[config.mk]
export PLATFORM = sky130hd
export DESIGN_NAME = eia_arbiter
export DESIGN_NICKNAME = d
export VERILOG_FILES = /design/src/eia_pkg.sv /design/src/eia_prio_pick.sv /design/src/eia_axil_slave.sv /design/src/eia_arbiter.sv
export VERILOG_INCLUDE_DIRS = /design/src
export SDC_FILE = /design/constraint.sdc
export NUM_CORES = 1
export LEC_CHECK = 0
export BUFFER_PORTS_ARGS = -buffer_cell sky130_fd_sc_hd__buf_2
export CORE_ASPECT_RATIO = 0.7
export CORE_MARGIN = 2
export CORE_UTILIZATION = 25
export CTS_CLUSTER_DIAMETER = 120
export DETAILED_ROUTE_END_ITERATION = 8
export PLACE_DENSITY = 0.5
export SLEW_MARGIN = 20
export SYNTH_ARGS = -nofsm -noshare
export SYNTH_HDL_FRONTEND = slang
export SYNTH_SLANG_ARGS = --single-unit
[constraint.sdc]
create_clock -name aclk -period 1.9 [get_ports aclk]
set_clock_uncertainty 0.15 [all_clocks]
set_input_delay 0.285 -clock aclk [delete_from_list [all_inputs] [get_ports aclk]]
set_output_delay 0.285 -clock aclk [all_outputs]
set_load 0.01 [all_outputs]
[src/eia_consts.svh]
// constants for the exception interrupt arbiter
`ifndef EIA_CONSTS_SVH
`define EIA_CONSTS_SVH
`define EIA_NSRC 24
`define EIA_REG_STAT_A 8'h00
`define EIA_REG_STAT_B 8'h04
`define EIA_REG_STAT_C 8'h08
`define EIA_REG_STAT_D 8'h0c
`define EIA_REG_CTRL 8'h10
`define EIA_REG_STATE 8'h14
`define EIA_REG_VECTOR 8'h18
`define EIA_VEC_RESET 16'hfffe
`define EIA_VEC_SWI 16'hfffc
`define EIA_VEC_PRIO1 16'hfffa
`define EIA_VEC_STEP 16'h0002
`define EIA_PRIO_RESET 5'h00
`define EIA_PRIO_NONE 5'h1f
`define EIA_CTRL_RESET 32'h0000_0002
`define EIA_RESP_OK 2'b00
`define EIA_RESP_SLVERR 2'b10
`define EIA_UNUSED_FLAGS 24'h0f_0000
`endif

[src/eia_pkg.sv]
// types shared by the exception interrupt arbiter files
package eia_pkg;
	typedef enum logic [2:0] {
		EIA_RUN = 3'b000,
		EIA_LATCHED = 3'b001,
		EIA_STACK = 3'b011,
		EIA_VECTOR = 3'b010,
		EIA_SERVICE = 3'b110
	} eia_state_e;
	typedef struct packed {
		logic instr_done;
		logic swi_exec;
		logic rti_exec;
		logic break_req;
		logic [15:0] pc;
	} eia_core_in_s;
	typedef struct packed {
		logic take;
		logic push_regs;
		logic pop_regs;
		logic set_mask;
		logic discard_prefetch;
		logic [4:0] prio;
		logic [15:0] vector;
		logic [15:0] stacked_pc;
	} eia_core_out_s;
endpackage

[src/eia_prio_pick.sv]
// fixed priority selector over request lines
`timescale 1ns/10ps
`include "eia_consts.svh"
module eia_prio_pick (
	input wire logic [`EIA_NSRC-1:0] req,
	output logic found,
	output logic [4:0] prio
);
	import eia_pkg::*;
	always_comb begin
		found = 1'b0;
		prio = `EIA_PRIO_NONE;
		for (int i = `EIA_NSRC - 1; i >= 0; i--) begin
			if (req[i]) begin
				found = 1'b1;
				prio = 5'(i + 1);
			end
		end
	end
endmodule // eia_prio_pick

[src/eia_axil_slave.sv]
// axi4-lite register slave: status, control and arbiter state
`timescale 1ns/10ps
`include "eia_consts.svh"
module eia_axil_slave (
	input wire logic aclk,
	input wire logic aresetn,
	input wire logic [7:0] awaddr,
	input wire logic awvalid,
	output logic awready,
	input wire logic [31:0] wdata,
	input wire logic [3:0] wstrb,
	input wire logic wvalid,
	output logic wready,
	output logic [1:0] bresp,
	output logic bvalid,
	input wire logic bready,
	input wire logic [7:0] araddr,
	input wire logic arvalid,
	output logic arready,
	output logic [31:0] rdata,
	output logic [1:0] rresp,
	output logic rvalid,
	input wire logic rready,
	input wire logic [`EIA_NSRC-1:0] flags,
	input wire logic [31:0] state_word,
	input wire logic [31:0] vector_word,
	output logic [31:0] ctrl
);
	import eia_pkg::*;
	typedef struct packed {
		logic aw_got;
		logic [7:0] aw_addr;
		logic w_got;
		logic [31:0] w_data;
		logic [3:0] w_strb;
		logic bvalid;
		logic [1:0] bresp;
		logic rvalid;
		logic [1:0] rresp;
		logic [31:0] rdata;
		logic [31:0] ctrl;
	} eia_bus_s;
	eia_bus_s q, next_q;
	function automatic logic mapped(input logic [7:0] a);
		mapped = (a == `EIA_REG_STAT_A) || (a == `EIA_REG_STAT_B) ||
			(a == `EIA_REG_STAT_C) || (a == `EIA_REG_STAT_D) ||
			(a == `EIA_REG_CTRL) || (a == `EIA_REG_STATE) || (a == `EIA_REG_VECTOR);
	endfunction
	always_comb begin
		next_q = q;
		if (awvalid && !q.aw_got) begin
			next_q.aw_got = 1'b1;
			next_q.aw_addr = awaddr;
		end
		if (wvalid && !q.w_got) begin
			next_q.w_got = 1'b1;
			next_q.w_data = wdata;
			next_q.w_strb = wstrb;
		end
		if (q.bvalid && bready)
			next_q.bvalid = 1'b0;
		if (q.aw_got && q.w_got && !q.bvalid) begin
			next_q.aw_got = 1'b0;
			next_q.w_got = 1'b0;
			next_q.bvalid = 1'b1;
			next_q.bresp = mapped(q.aw_addr) ? `EIA_RESP_OK : `EIA_RESP_SLVERR;
			// status registers ignore writes
			if (q.aw_addr == `EIA_REG_CTRL) begin
				for (int b = 0; b < 4; b++) begin
					if (q.w_strb[b])
						next_q.ctrl[b*8 +: 8] = q.w_data[b*8 +: 8];
				end
			end
		end
		if (q.rvalid && rready)
			next_q.rvalid = 1'b0;
		if (arvalid && !q.rvalid) begin
			next_q.rvalid = 1'b1;
			next_q.rresp = mapped(araddr) ? `EIA_RESP_OK : `EIA_RESP_SLVERR;
			// reads are side-effect free
			case (araddr)
				`EIA_REG_STAT_A: next_q.rdata = {24'h0, flags[5:0], 2'b00};
				`EIA_REG_STAT_B: next_q.rdata = {24'h0, flags[13:6]};
				`EIA_REG_STAT_C: next_q.rdata = {24'h0, flags[21:14]};
				`EIA_REG_STAT_D: next_q.rdata = {30'h0, flags[23:22]};
				`EIA_REG_CTRL: next_q.rdata = q.ctrl;
				`EIA_REG_STATE: next_q.rdata = state_word;
				`EIA_REG_VECTOR: next_q.rdata = vector_word;
				default: next_q.rdata = 32'h0;
			endcase
		end
	end
	always_ff @(posedge aclk) begin
		if (!aresetn) begin
			q <= '0;
			q.ctrl <= `EIA_CTRL_RESET;
		end else begin
			q <= next_q;
		end
	end
	assign awready = !q.aw_got;
	assign wready = !q.w_got;
	assign bvalid = q.bvalid;
	assign bresp = q.bresp;
	assign arready = !q.rvalid;
	assign rvalid = q.rvalid;
	assign rresp = q.rresp;
	assign rdata = q.rdata;
	assign ctrl = q.ctrl;
endmodule // eia_axil_slave

[src/eia_arbiter.sv]
// exception interrupt arbiter: latch, arbitrate and vector core requests
//
// The AXI4-Lite register port and the placing of the registers were left to the implementer.
`timescale 1ns/10ps
`include "eia_consts.svh"
module eia_arbiter (
	input wire logic aclk,
	input wire logic aresetn,
	input wire logic [`EIA_NSRC-1:0] src_req,
	input wire logic [`EIA_NSRC-1:0] src_enable,
	input wire logic global_mask,
	input wire eia_pkg::eia_core_in_s core_in,
	output eia_pkg::eia_core_out_s core_out,
	input wire logic [7:0] awaddr,
	input wire logic awvalid,
	output logic awready,
	input wire logic [31:0] wdata,
	input wire logic [3:0] wstrb,
	input wire logic wvalid,
	output logic wready,
	output logic [1:0] bresp,
	output logic bvalid,
	input wire logic bready,
	input wire logic [7:0] araddr,
	input wire logic arvalid,
	output logic arready,
	output logic [31:0] rdata,
	output logic [1:0] rresp,
	output logic rvalid,
	input wire logic rready
);
	import eia_pkg::*;
	typedef struct packed {
		eia_state_e state;
		logic [`EIA_NSRC-1:0] flags;
		logic latched;
		logic latched_swi;
		logic [4:0] latched_prio;
		logic in_service;
		logic after_rti;
		eia_core_out_s out;
	} eia_arb_s;
	eia_arb_s q, next_q;
	logic [31:0] ctrl;
	logic [`EIA_NSRC-1:0] eligible;
	logic found;
	logic [4:0] win_prio;
	logic arb_enable;
	logic eff_mask;

	function automatic logic [15:0] vec_of(input logic software_interrupt_instr, input logic [4:0] prio);
		if (software_interrupt_instr)
			vec_of = `EIA_VEC_SWI;
		else
			vec_of = 16'(`EIA_VEC_PRIO1 - 16'(`EIA_VEC_STEP * 16'(prio - 5'd1)));
	endfunction

	// ctrl bit 0 forces the global mask, bit 1 enables arbitration
	assign arb_enable = ctrl[1];
	// a return reopens the boundary at once, so a pending request wins before the next opcode
	assign eff_mask = global_mask | ctrl[0] | (q.in_service & ~core_in.rti_exec);
	assign eligible = src_req & src_enable & ~`EIA_UNUSED_FLAGS & {`EIA_NSRC{~eff_mask}};

	eia_prio_pick u_pick (
		.req(eligible),
		.found(found),
		.prio(win_prio)
	);

	eia_axil_slave u_bus (
		.aclk(aclk),
		.aresetn(aresetn),
		.awaddr(awaddr),
		.awvalid(awvalid),
		.awready(awready),
		.wdata(wdata),
		.wstrb(wstrb),
		.wvalid(wvalid),
		.wready(wready),
		.bresp(bresp),
		.bvalid(bvalid),
		.bready(bready),
		.araddr(araddr),
		.arvalid(arvalid),
		.arready(arready),
		.rdata(rdata),
		.rresp(rresp),
		.rvalid(rvalid),
		.rready(rready),
		.flags(q.flags),
		.state_word({24'h0, q.latched_prio, q.state}),
		.vector_word({16'h0, q.out.vector}),
		.ctrl(ctrl)
	);

	always_comb begin
		next_q = q;
		next_q.flags = src_req & ~`EIA_UNUSED_FLAGS;
		next_q.out.take = 1'b0;
		next_q.out.push_regs = 1'b0;
		next_q.out.pop_regs = 1'b0;
		next_q.out.set_mask = 1'b0;
		next_q.out.discard_prefetch = 1'b0;
		if (core_in.rti_exec) begin
			next_q.out.pop_regs = 1'b1;
			next_q.in_service = 1'b0;
			next_q.after_rti = 1'b1;
		end
		case (q.state)
			EIA_RUN: begin
				if (core_in.swi_exec || core_in.break_req) begin
					next_q.latched = 1'b1;
					next_q.latched_swi = 1'b1;
					next_q.latched_prio = `EIA_PRIO_RESET;
					next_q.state = EIA_LATCHED;
				end else if (core_in.instr_done && found && arb_enable) begin
					next_q.latched = 1'b1;
					next_q.latched_swi = 1'b0;
					next_q.latched_prio = win_prio;
					next_q.state = EIA_LATCHED;
				end else if (core_in.instr_done) begin
					next_q.after_rti = 1'b0;
				end
			end
			EIA_LATCHED: begin
				// held even if a higher source arrives; a set mask releases a hardware request
				if (!q.latched_swi && eff_mask) begin
					next_q.latched = 1'b0;
					next_q.state = EIA_RUN;
				end else begin
					next_q.state = EIA_STACK;
				end
			end
			EIA_STACK: begin
				// index high register is left to software
				next_q.out.push_regs = 1'b1;
				next_q.out.stacked_pc = q.latched_swi ? core_in.pc :
					16'(core_in.pc - 16'h0001);
				next_q.out.discard_prefetch = q.after_rti;
				next_q.state = EIA_VECTOR;
			end
			EIA_VECTOR: begin
				next_q.out.set_mask = 1'b1;
				next_q.out.take = 1'b1;
				next_q.out.prio = q.latched_prio;
				next_q.out.vector = vec_of(q.latched_swi, q.latched_prio);
				next_q.in_service = 1'b1;
				next_q.after_rti = 1'b0;
				next_q.state = EIA_SERVICE;
			end
			EIA_SERVICE: begin
				next_q.latched = 1'b0;
				next_q.state = EIA_RUN;
			end
			default: begin
				next_q.state = EIA_RUN;
			end
		endcase
	end

	always_ff @(posedge aclk) begin
		if (!aresetn) begin
			q <= '0;
			q.state <= EIA_RUN;
			q.out.prio <= `EIA_PRIO_RESET;
			q.out.vector <= `EIA_VEC_RESET;
		end else begin
			q <= next_q;
		end
	end
	assign core_out = q.out;
endmodule // eia_arbiter

==> impl_metrics.py, run 1 <==
metrics = {
    "place": {
        "placedCellCount": 1565,
        "io_buffers": 199,
        "globalplace.congestion": 0.831,
        "place.detailed.hpwl_um": 19000,
        "place_ws_ps": -215,
    },
    "yosys": {
        "synth_top_area_share_pct": 44.5,
        "syn_avg_cell_area_sq_um": 8.18,
        "synthCells": 973,
        "synth-simple-area-share_pct": 22.8,
        "synth-compound-area-share_pct": 16.2,
        "synth_top_family_by_area": "simple AND/OR/NAND/NOR gates",
        "synth_area_leaders": "dfxtp_1 45%, nand2_1 8.7%, buf_4 7.6%",
        "synth_area_sq_um": 7960,
        "seq_area_frac_synth_pct": 44.5,
        "async_reset_ff_share_pct": 0,
        "synth_most_common_cell": "nand2_1",
        "synth_mux_area_share_pct": 3.11,
        "ys_warn_count": 0,
        "synth_edf_count": 0,
        "synth-xor-area-share_pct": 1.76,
        "ys_seq_elements": 177,
        "ys_types": 64,
        "ys_top_cells_by_count": "185 x nand2_1, 177 x dfxtp_1, 113 x a21oi_1",
        "synth_largest_area_cell": "dfxtp_1",
        "synth_flop_cell": "dfxtp_1",
        "synthAdderAreaFrac_pct": 0.471,
    },
    "sta": {
        "rsz0062_at_grt": "yes",
        "holdWs_ps": 26.8,
        "fin_ws_ps": -32.4,
        "setup_tns_ps": -265,
        "maxSlewViolCount": 0,
        "max_freq_ghz": 0.517,
        "fin_crit_ps": 1930,
        "worst_pin_slew_ps": 652,
        "finalHoldViolCount": 0,
        "setup_violations": 18,
        "relSlewSlack_pct": 56.4,
        "post-route-period-util_pct": 102,
    },
    "critical_path": {
        "crit_path_start_kind": "flop",
        "end_kind": "flop",
        "timing.critical_path.arrival_ps": 2160,
        "cp_max_fo": 6,
        "worst_ep_required_time_ps": 2130,
        "path_class": "reg2reg",
    },
    "detailed_routing": {
        "vias": 7460,
        "drc_errors": 0,
        "vias_per_cell": 4.48,
        "drt_iter0_markers": 378,
        "wl_per_cell_um": 15.5,
        "routed_wl_um": 25800,
        "postRouteAntennaNets": 0,
        "drtPass1Iterations": 4,
    },
    "die": {
        "die_w_um": 217,
        "core.rowCount": 54,
        "coreArea_sq_um": 31300,
        "start_util_pct": 25.5,
        "die-area_sq_um": 33300,
        "die_height_um": 153,
        "ios": 211,
    },
    "finish": {
        "drive_gt1_share_pct": 34.2,
        "utilization_pct": 36.0,
        "syn2layout_area_growth_pct": 41.5,
        "nNetsFinal": 1362,
        "final_cells": 1665,
    },
    "cts": {
        "cts_tree": "built",
        "clockBufferDepth": 2,
        "clkTransAtPathRegs_ps": 80,
        "cts_buffers": 17,
        "cts-root-buf": "clkbuf_16",
        "ctsHtreeMaxLevel": 4,
        "cts_sinks": 177,
        "clock_latency_ps": 450,
    },
    "hold_path": {
        "hold_class": "in2reg",
    },
    "run_status": {
        "status": "finished, violations left",
        "failed_checks": "setup timing",
    },
    "global_routing": {
        "gr-total-overflow": 0,
        "grt_pass1_vias": 7288,
        "grt_max_degree": 64,
        "grt_usage_pct": 15.6,
        "antenna_found_initial": 1,
        "grt_pass1_wl_um": 40500,
    },
    "run": {
        "cap_violations": 0,
    },
    "power_and_ir_drop": {
        "leakage_nw": 4.57,
        "vdd.ir_drop.worst_uv": 429,
        "cellPowerDensity_nw_per_um2": 790,
    },
}
[cell families after synthesis]
group	Yosys count
AND/OR/NAND/NOR	388
AO/OA/AOI/OAI	216
flip-flops	177
buffers and inverters	150
multiplexers	22
XOR/XNOR	16
adder cells (fa/ha/maj)	3
other	1
[critical path, cell delays in order, from the launching register on]
cell and delay, ps:
dfxtp_2 320, or4_4 560, nor4_4 160, buf_6 170, buf_12 150, clkbuf_16 160
nand3_1 70, a21oi_1 110
[what timing repair did]
| item | CTS | global route |
|---|---|---|
| endpoints found under the hold margin | 64 | 0 |
| endpoints found under the setup margin | 39 | 44 |
| gates resized for setup | 29 | 59 |
| pin swaps | 11 | 28 |
| gates cloned | 1 | 1 |
| hold buffers | 65 | 0 |
| buffers inserted | 1 | 0 |
[flip-flops by register name (all words and copies together) (netlist names)]
register	flops
u_bus.bvalid	1
q	31
u_bus.ctrl	32
u_bus.rresp	1
u_bus.rvalid	1
u_bus.bresp	1
u_bus.q	46
u_bus.rdata	32
core_out	32
[placed cells by master, fill, tap and decap left out, drive strengths merged, types with 4 or more instances in the layout]
cell type	synthesis	layout
a211oi	13	13
a21oi	113	113
a22oi	11	11
a31oi	4	4
a41oi	4	4
and2	25	25
buf	91	305
clkbuf	43	18
clkinv	0	8
dfxtp	177	177
dlygate4sd3	0	65
inv	16	22
mux2i	18	18
nand2	185	185
nand2b	5	5
nand3	59	59
nand4	6	6
nor2	55	55
nor2b	7	7
nor3	18	18
nor4	6	6
o211ai	6	6
o21ai	35	35
or3	5	5
xnor2	8	8
xor2	8	8
[path summary, 6_finish.rpt]
| path | startpoint | endpoint | slack, ps | cells past startpoint |
|---|---|---|---|---|
| setup / recovery | u_bus.q[108] | u_bus.ctrl[13] | -30 | 7 |
| hold reg to reg | u_bus.rdata[30] | u_bus.rdata[30] | 300 | 2 |
| hold / removal | src_req[21] | q[72] | 30 | 3 |
| setup reg to reg | u_bus.q[108] | u_bus.ctrl[13] | -30 | 7 |
[cell type report]
class / count / area (sq um)
Antenna cell: 1 / 2.50
Inverter: 16 / 62.6
Tap cell: 420 / 526
Clock inverter: 15 / 169
Timing Repair Buffer: 371 / 2620
Multi-Input combinational cell: 648 / 3920
Clock buffer: 17 / 425
Sequential cell: 177 / 3550
Fill cell: 3292 / 20000
[power breakdown]
| part | total (mW) | internal, mW | switching [mW] |
|---|---|---|---|
| Clock | 3.53 | 1.76 | 1.76 |
| Combinational | 1.42 | 0.681 | 0.737 |
| Sequential | 3.96 | 3.85 | 0.101 |
[per-layer routing]
metal / part of all wire, % / vias to the layer above / GRT usage, % / routed length [um]
met3: 5.4 / 9 / 4.50 / 1390
met4: 0.42 / 0 / 2.58 / 108
li1: - / 3790 / - / -
met5: 0 / - / 0 / 0
met1: 52 / 3489 / 22.8 / 13300
met2: 42 / 172 / 22.9 / 10900
[metrics by stage]
| step | power, mW | cell area (sq um) |
|---|---|---|
| final | 8.90 | 11300 |
| after global routing | 9.34 | 11300 |
| after CTS | 9.00 | 11000 |
| after detailed placement | 5.28 | 9590 |
| after global placement | 5.27 | 9590 |
| after floorplan | 4.73 | 8010 |
(Power assumes the default switching activity.)
==> inputs of run 2 (changes only) <==
Settings changed: ABC_AREA set to 1.
==> run 2 against run 1 <==
The run still ends with setup timing left. Register-to-register slack got worse by 90 ps. Area after synthesis increased by 0.19%. Design area down 2.8%. Via count increased by 2.8%. Wire length down 3.3%. Hold slack got worse by 0.78 ps.
==> impl_metrics.py, run 2 <==
metrics = {
    "run_status": {
        "status": "finished, violations left",
        "failed_checks": "setup timing",
    },
    "critical_path": {
        "end_kind": "flop",
        "cp-endpoint": "q[47]",
        "r2r-start": "u_bus.ctrl[0]",
        "critPathSlowestCell": "dfxtp_2",
        "timing.critical_path.arrival_ps": 2250,
        "r2r-end": "q[47]",
        "r2r_slack_ps": -120,
        "cp_max_fo": 7,
        "crit_path_start": "u_bus.ctrl[0]",
        "path_cells": "nor2_4 > nand2_8 > nor2_1 > nor2_1 > nand2_1 > inv_2 > nand4_1 > nor2_2 > nand2_1 > nand3_2 > nand2_2 > nand2_4 > buf_4 > a211oi_2",
        "ff2ff_path_depth": 14,
        "worst_ep_required_time_ps": 2120,
        "crit_path_start_kind": "flop",
        "cp_slowest_stage_delay_ps": 340,
        "path_buf_inv": 2,
        "cp.depth": 14,
        "path_class": "reg2reg",
        "cp_top_family": "simple AND/OR/NAND/NOR gates",
    },
    "die": {
        "core.rowCount": 54,
        "die-area_sq_um": 33400,
        "ios": 211,
        "die_height_um": 153,
        "coreArea_sq_um": 31300,
        "die_w_um": 218,
        "start_util_pct": 25.5,
    },
    "sta": {
        "finalHoldViolCount": 0,
        "rsz0062_at_grt": "yes",
        "maxSlewViolCount": 0,
        "fin_ws_ps": -124,
        "post-route-period-util_pct": 107,
        "fin_crit_ps": 2020,
        "setup_violations": 6,
        "max_freq_ghz": 0.494,
    },
    "yosys": {
        "synthCells": 1073,
        "synth_largest_area_cell": "dfxtp_1",
        "ys_top_cells_by_count": "192 x nand2_1, 177 x dfxtp_1, 137 x nor2_1",
        "synth_top_area_share_pct": 44.4,
        "synth_flop_cell": "dfxtp_1",
        "synth_area_leaders": "dfxtp_1 44%, nand2_1 9.0%, buf_4 7.5%",
        "synth_area_sq_um": 7980,
        "async_reset_ff_share_pct": 0,
        "syn_avg_cell_area_sq_um": 7.43,
        "ys_seq_elements": 177,
        "ys_warn_count": 0,
        "seq_area_frac_synth_pct": 44.4,
        "synth_most_common_cell": "nand2_1",
        "synth_edf_count": 0,
        "ys_types": 49,
    },
    "global_routing": {
        "gr-total-overflow": 0,
        "grt-busiest-layer": "met2",
        "grt_use_met3_pct": 4.20,
        "grt_usage_pct": 15.0,
        "grt_pass1_vias": 7576,
        "grt_pass1_wl_um": 39400,
        "antenna_found_initial": 0,
        "use_met2_pct": 22.3,
        "met1_usage_pct": 21.0,
        "grt_max_degree": 78,
    },
    "finish": {
        "mostFrequentLayoutCells": "196 x buf_2, 188 x nand2_1, 173 x dfxtp_1, 132 x nor2_1, 94 x a21oi_1",
        "syn2layout_area_growth_pct": 37.3,
        "regMostFlops": "u_bus.q",
        "largest_reg_flops": 46,
        "nNetsFinal": 1462,
        "drive_gt1_share_pct": 28.3,
        "n_antenna_cell": 0,
        "final_common_cell": "buf_2",
        "final_cells": 1764,
    },
    "detailed_routing": {
        "postRouteAntennaNets": 0,
        "vias_per_cell": 4.35,
        "drtPass1Iterations": 4,
        "wl_per_cell_um": 14.1,
        "routed_wl_um": 24900,
        "drc_errors": 0,
        "drt_iter0_markers": 358,
        "vias": 7672,
    },
    "power_and_ir_drop": {
        "leakage_nw": 4.95,
        "vdd.ir_drop.worst_uv": 432,
        "p_total_mw": 9.32,
        "cellPowerDensity_nw_per_um2": 851,
    },
    "run": {
        "cap_violations": 0,
    },
    "cts": {
        "clock_latency_ps": 450,
        "ctsHtreeMaxLevel": 4,
        "cts-root-buf": "clkbuf_16",
        "cts_buffers": 17,
        "clockBufferDepth": 2,
        "cts_tree": "built",
        "cts_sinks": 177,
        "clkTransAtPathRegs_ps": 70,
    },
    "place": {
        "io_buffers": 199,
        "placedCellCount": 1650,
        "globalplace.congestion": 0.857,
        "place.detailed.hpwl_um": 18300,
    },
    "hold_path": {
        "hold_class": "in2reg",
    },
}
[run 2: cell types whose count changed after synthesis, moves of 18 or more]
cell / change
o21ai_0: +55
inv_1: +77
and2_1: -24
a21oi_1: -18
nor2_1: +82
mux2i_1: -18
[run 2: what timing repair did]
item	CTS	global route
cloned	1	0
endpoints found under the setup margin	8	32
pin swaps	10	14
setup buffers	3	5
hold buffers	75	0
hold endpoints to repair	74	0
gates resized for setup	17	25
[run 2: worst reg2reg max path, stage by stage (launching register included)]
cell,delay (ps)
dfxtp_2,340
nor2_4,180
nand2_8,110
nor2_1,160
nor2_1,80
nand2_1,100
inv_2,50
nand4_1,70
nor2_2,50
nand2_1,70
nand3_2,70
nand2_2,100
nand2_4,80
buf_4,150
a211oi_2,190
[run 2: cell families after synthesis]
group | count (synthesis) | synth area share (%)
simple gates | 436 | 23.9
buf+inv | 224 | 14.6
compound gates | 219 | 15.1
flops | 177 | 44.4
xor+xnor | 13 | 1.43
fa+ha+maj | 3 | 0.471
other cells | 1 | 0.0470
[run 2: worst min-delay path by stage]
stage                           endpoint           start  slack [ps]  depth (start not counted)
final                              q[49]     core_in[18]          30                          3
after global routing               q[49]     core_in[18]          20                          3
after CTS                          q[49]     core_in[18]           4                          3
after detailed placement  u_bus.ctrl[14]  u_bus.ctrl[14]         290                          2
after global placement    u_bus.ctrl[13]  u_bus.ctrl[13]         290                          2
after floorplan                    q[51]      src_req[0]         230                          2
[run 2: layout make-up]
| class | count | area (sq um) |
|---|---|---|
| Tap cell | 420 | 526 |
| Sequential cell | 177 | 3550 |
| Multi-Input combinational cell | 674 | 3410 |
| Clock buffer | 21 | 460 |
| Clock inverter | 11 | 144 |
| Timing Repair Buffer | 358 | 2450 |
| Timing Repair inverter | 1 | 11.3 |
| Fill cell | 3327 | 20300 |
| Inverter | 102 | 397 |
[run 2: report_power, final]
part / leakage [nW] / switching, mW / internal, mW
Sequential: 1.45 / 0.122 / 3.92
Combinational: 3.21 / 0.933 / 0.701
Clock: 0.290 / 1.59 / 2.05
Total: 4.95 / 2.65 / 6.67
[run 2: routing by layer]
layer	wire (um)	up-vias	part of all wire [%]
met4	359	0	1.4
met3	1420	22	5.7
met5	0	-	0
met2	10400	190	42
met1	12800	3553	51
li1	-	3907	-
[run 2: stage by stage]
| stage | utilization (%) | hold slack, ps | setup TNS (ps) | area, sq um | worst slack [ps] |
|---|---|---|---|---|---|
| 6_report | 35.0 | 26.1 | -576 | 11000 | -124 |
| 5_1_grt | 35.0 | 23.9 | -1680 | 11000 | -293 |
| 4_1_cts | 34.7 | 3.98 | -344 | 10800 | -84.5 |
| 3_5_place_dp | 30.0 | 292 | -4460 | 9390 | -248 |
| 3_3_place_gp | 30.0 | 288 | -4140 | 9390 | -251 |
| 2_1_floorplan | - | 228 | 0 | 7990 | 4.88 |
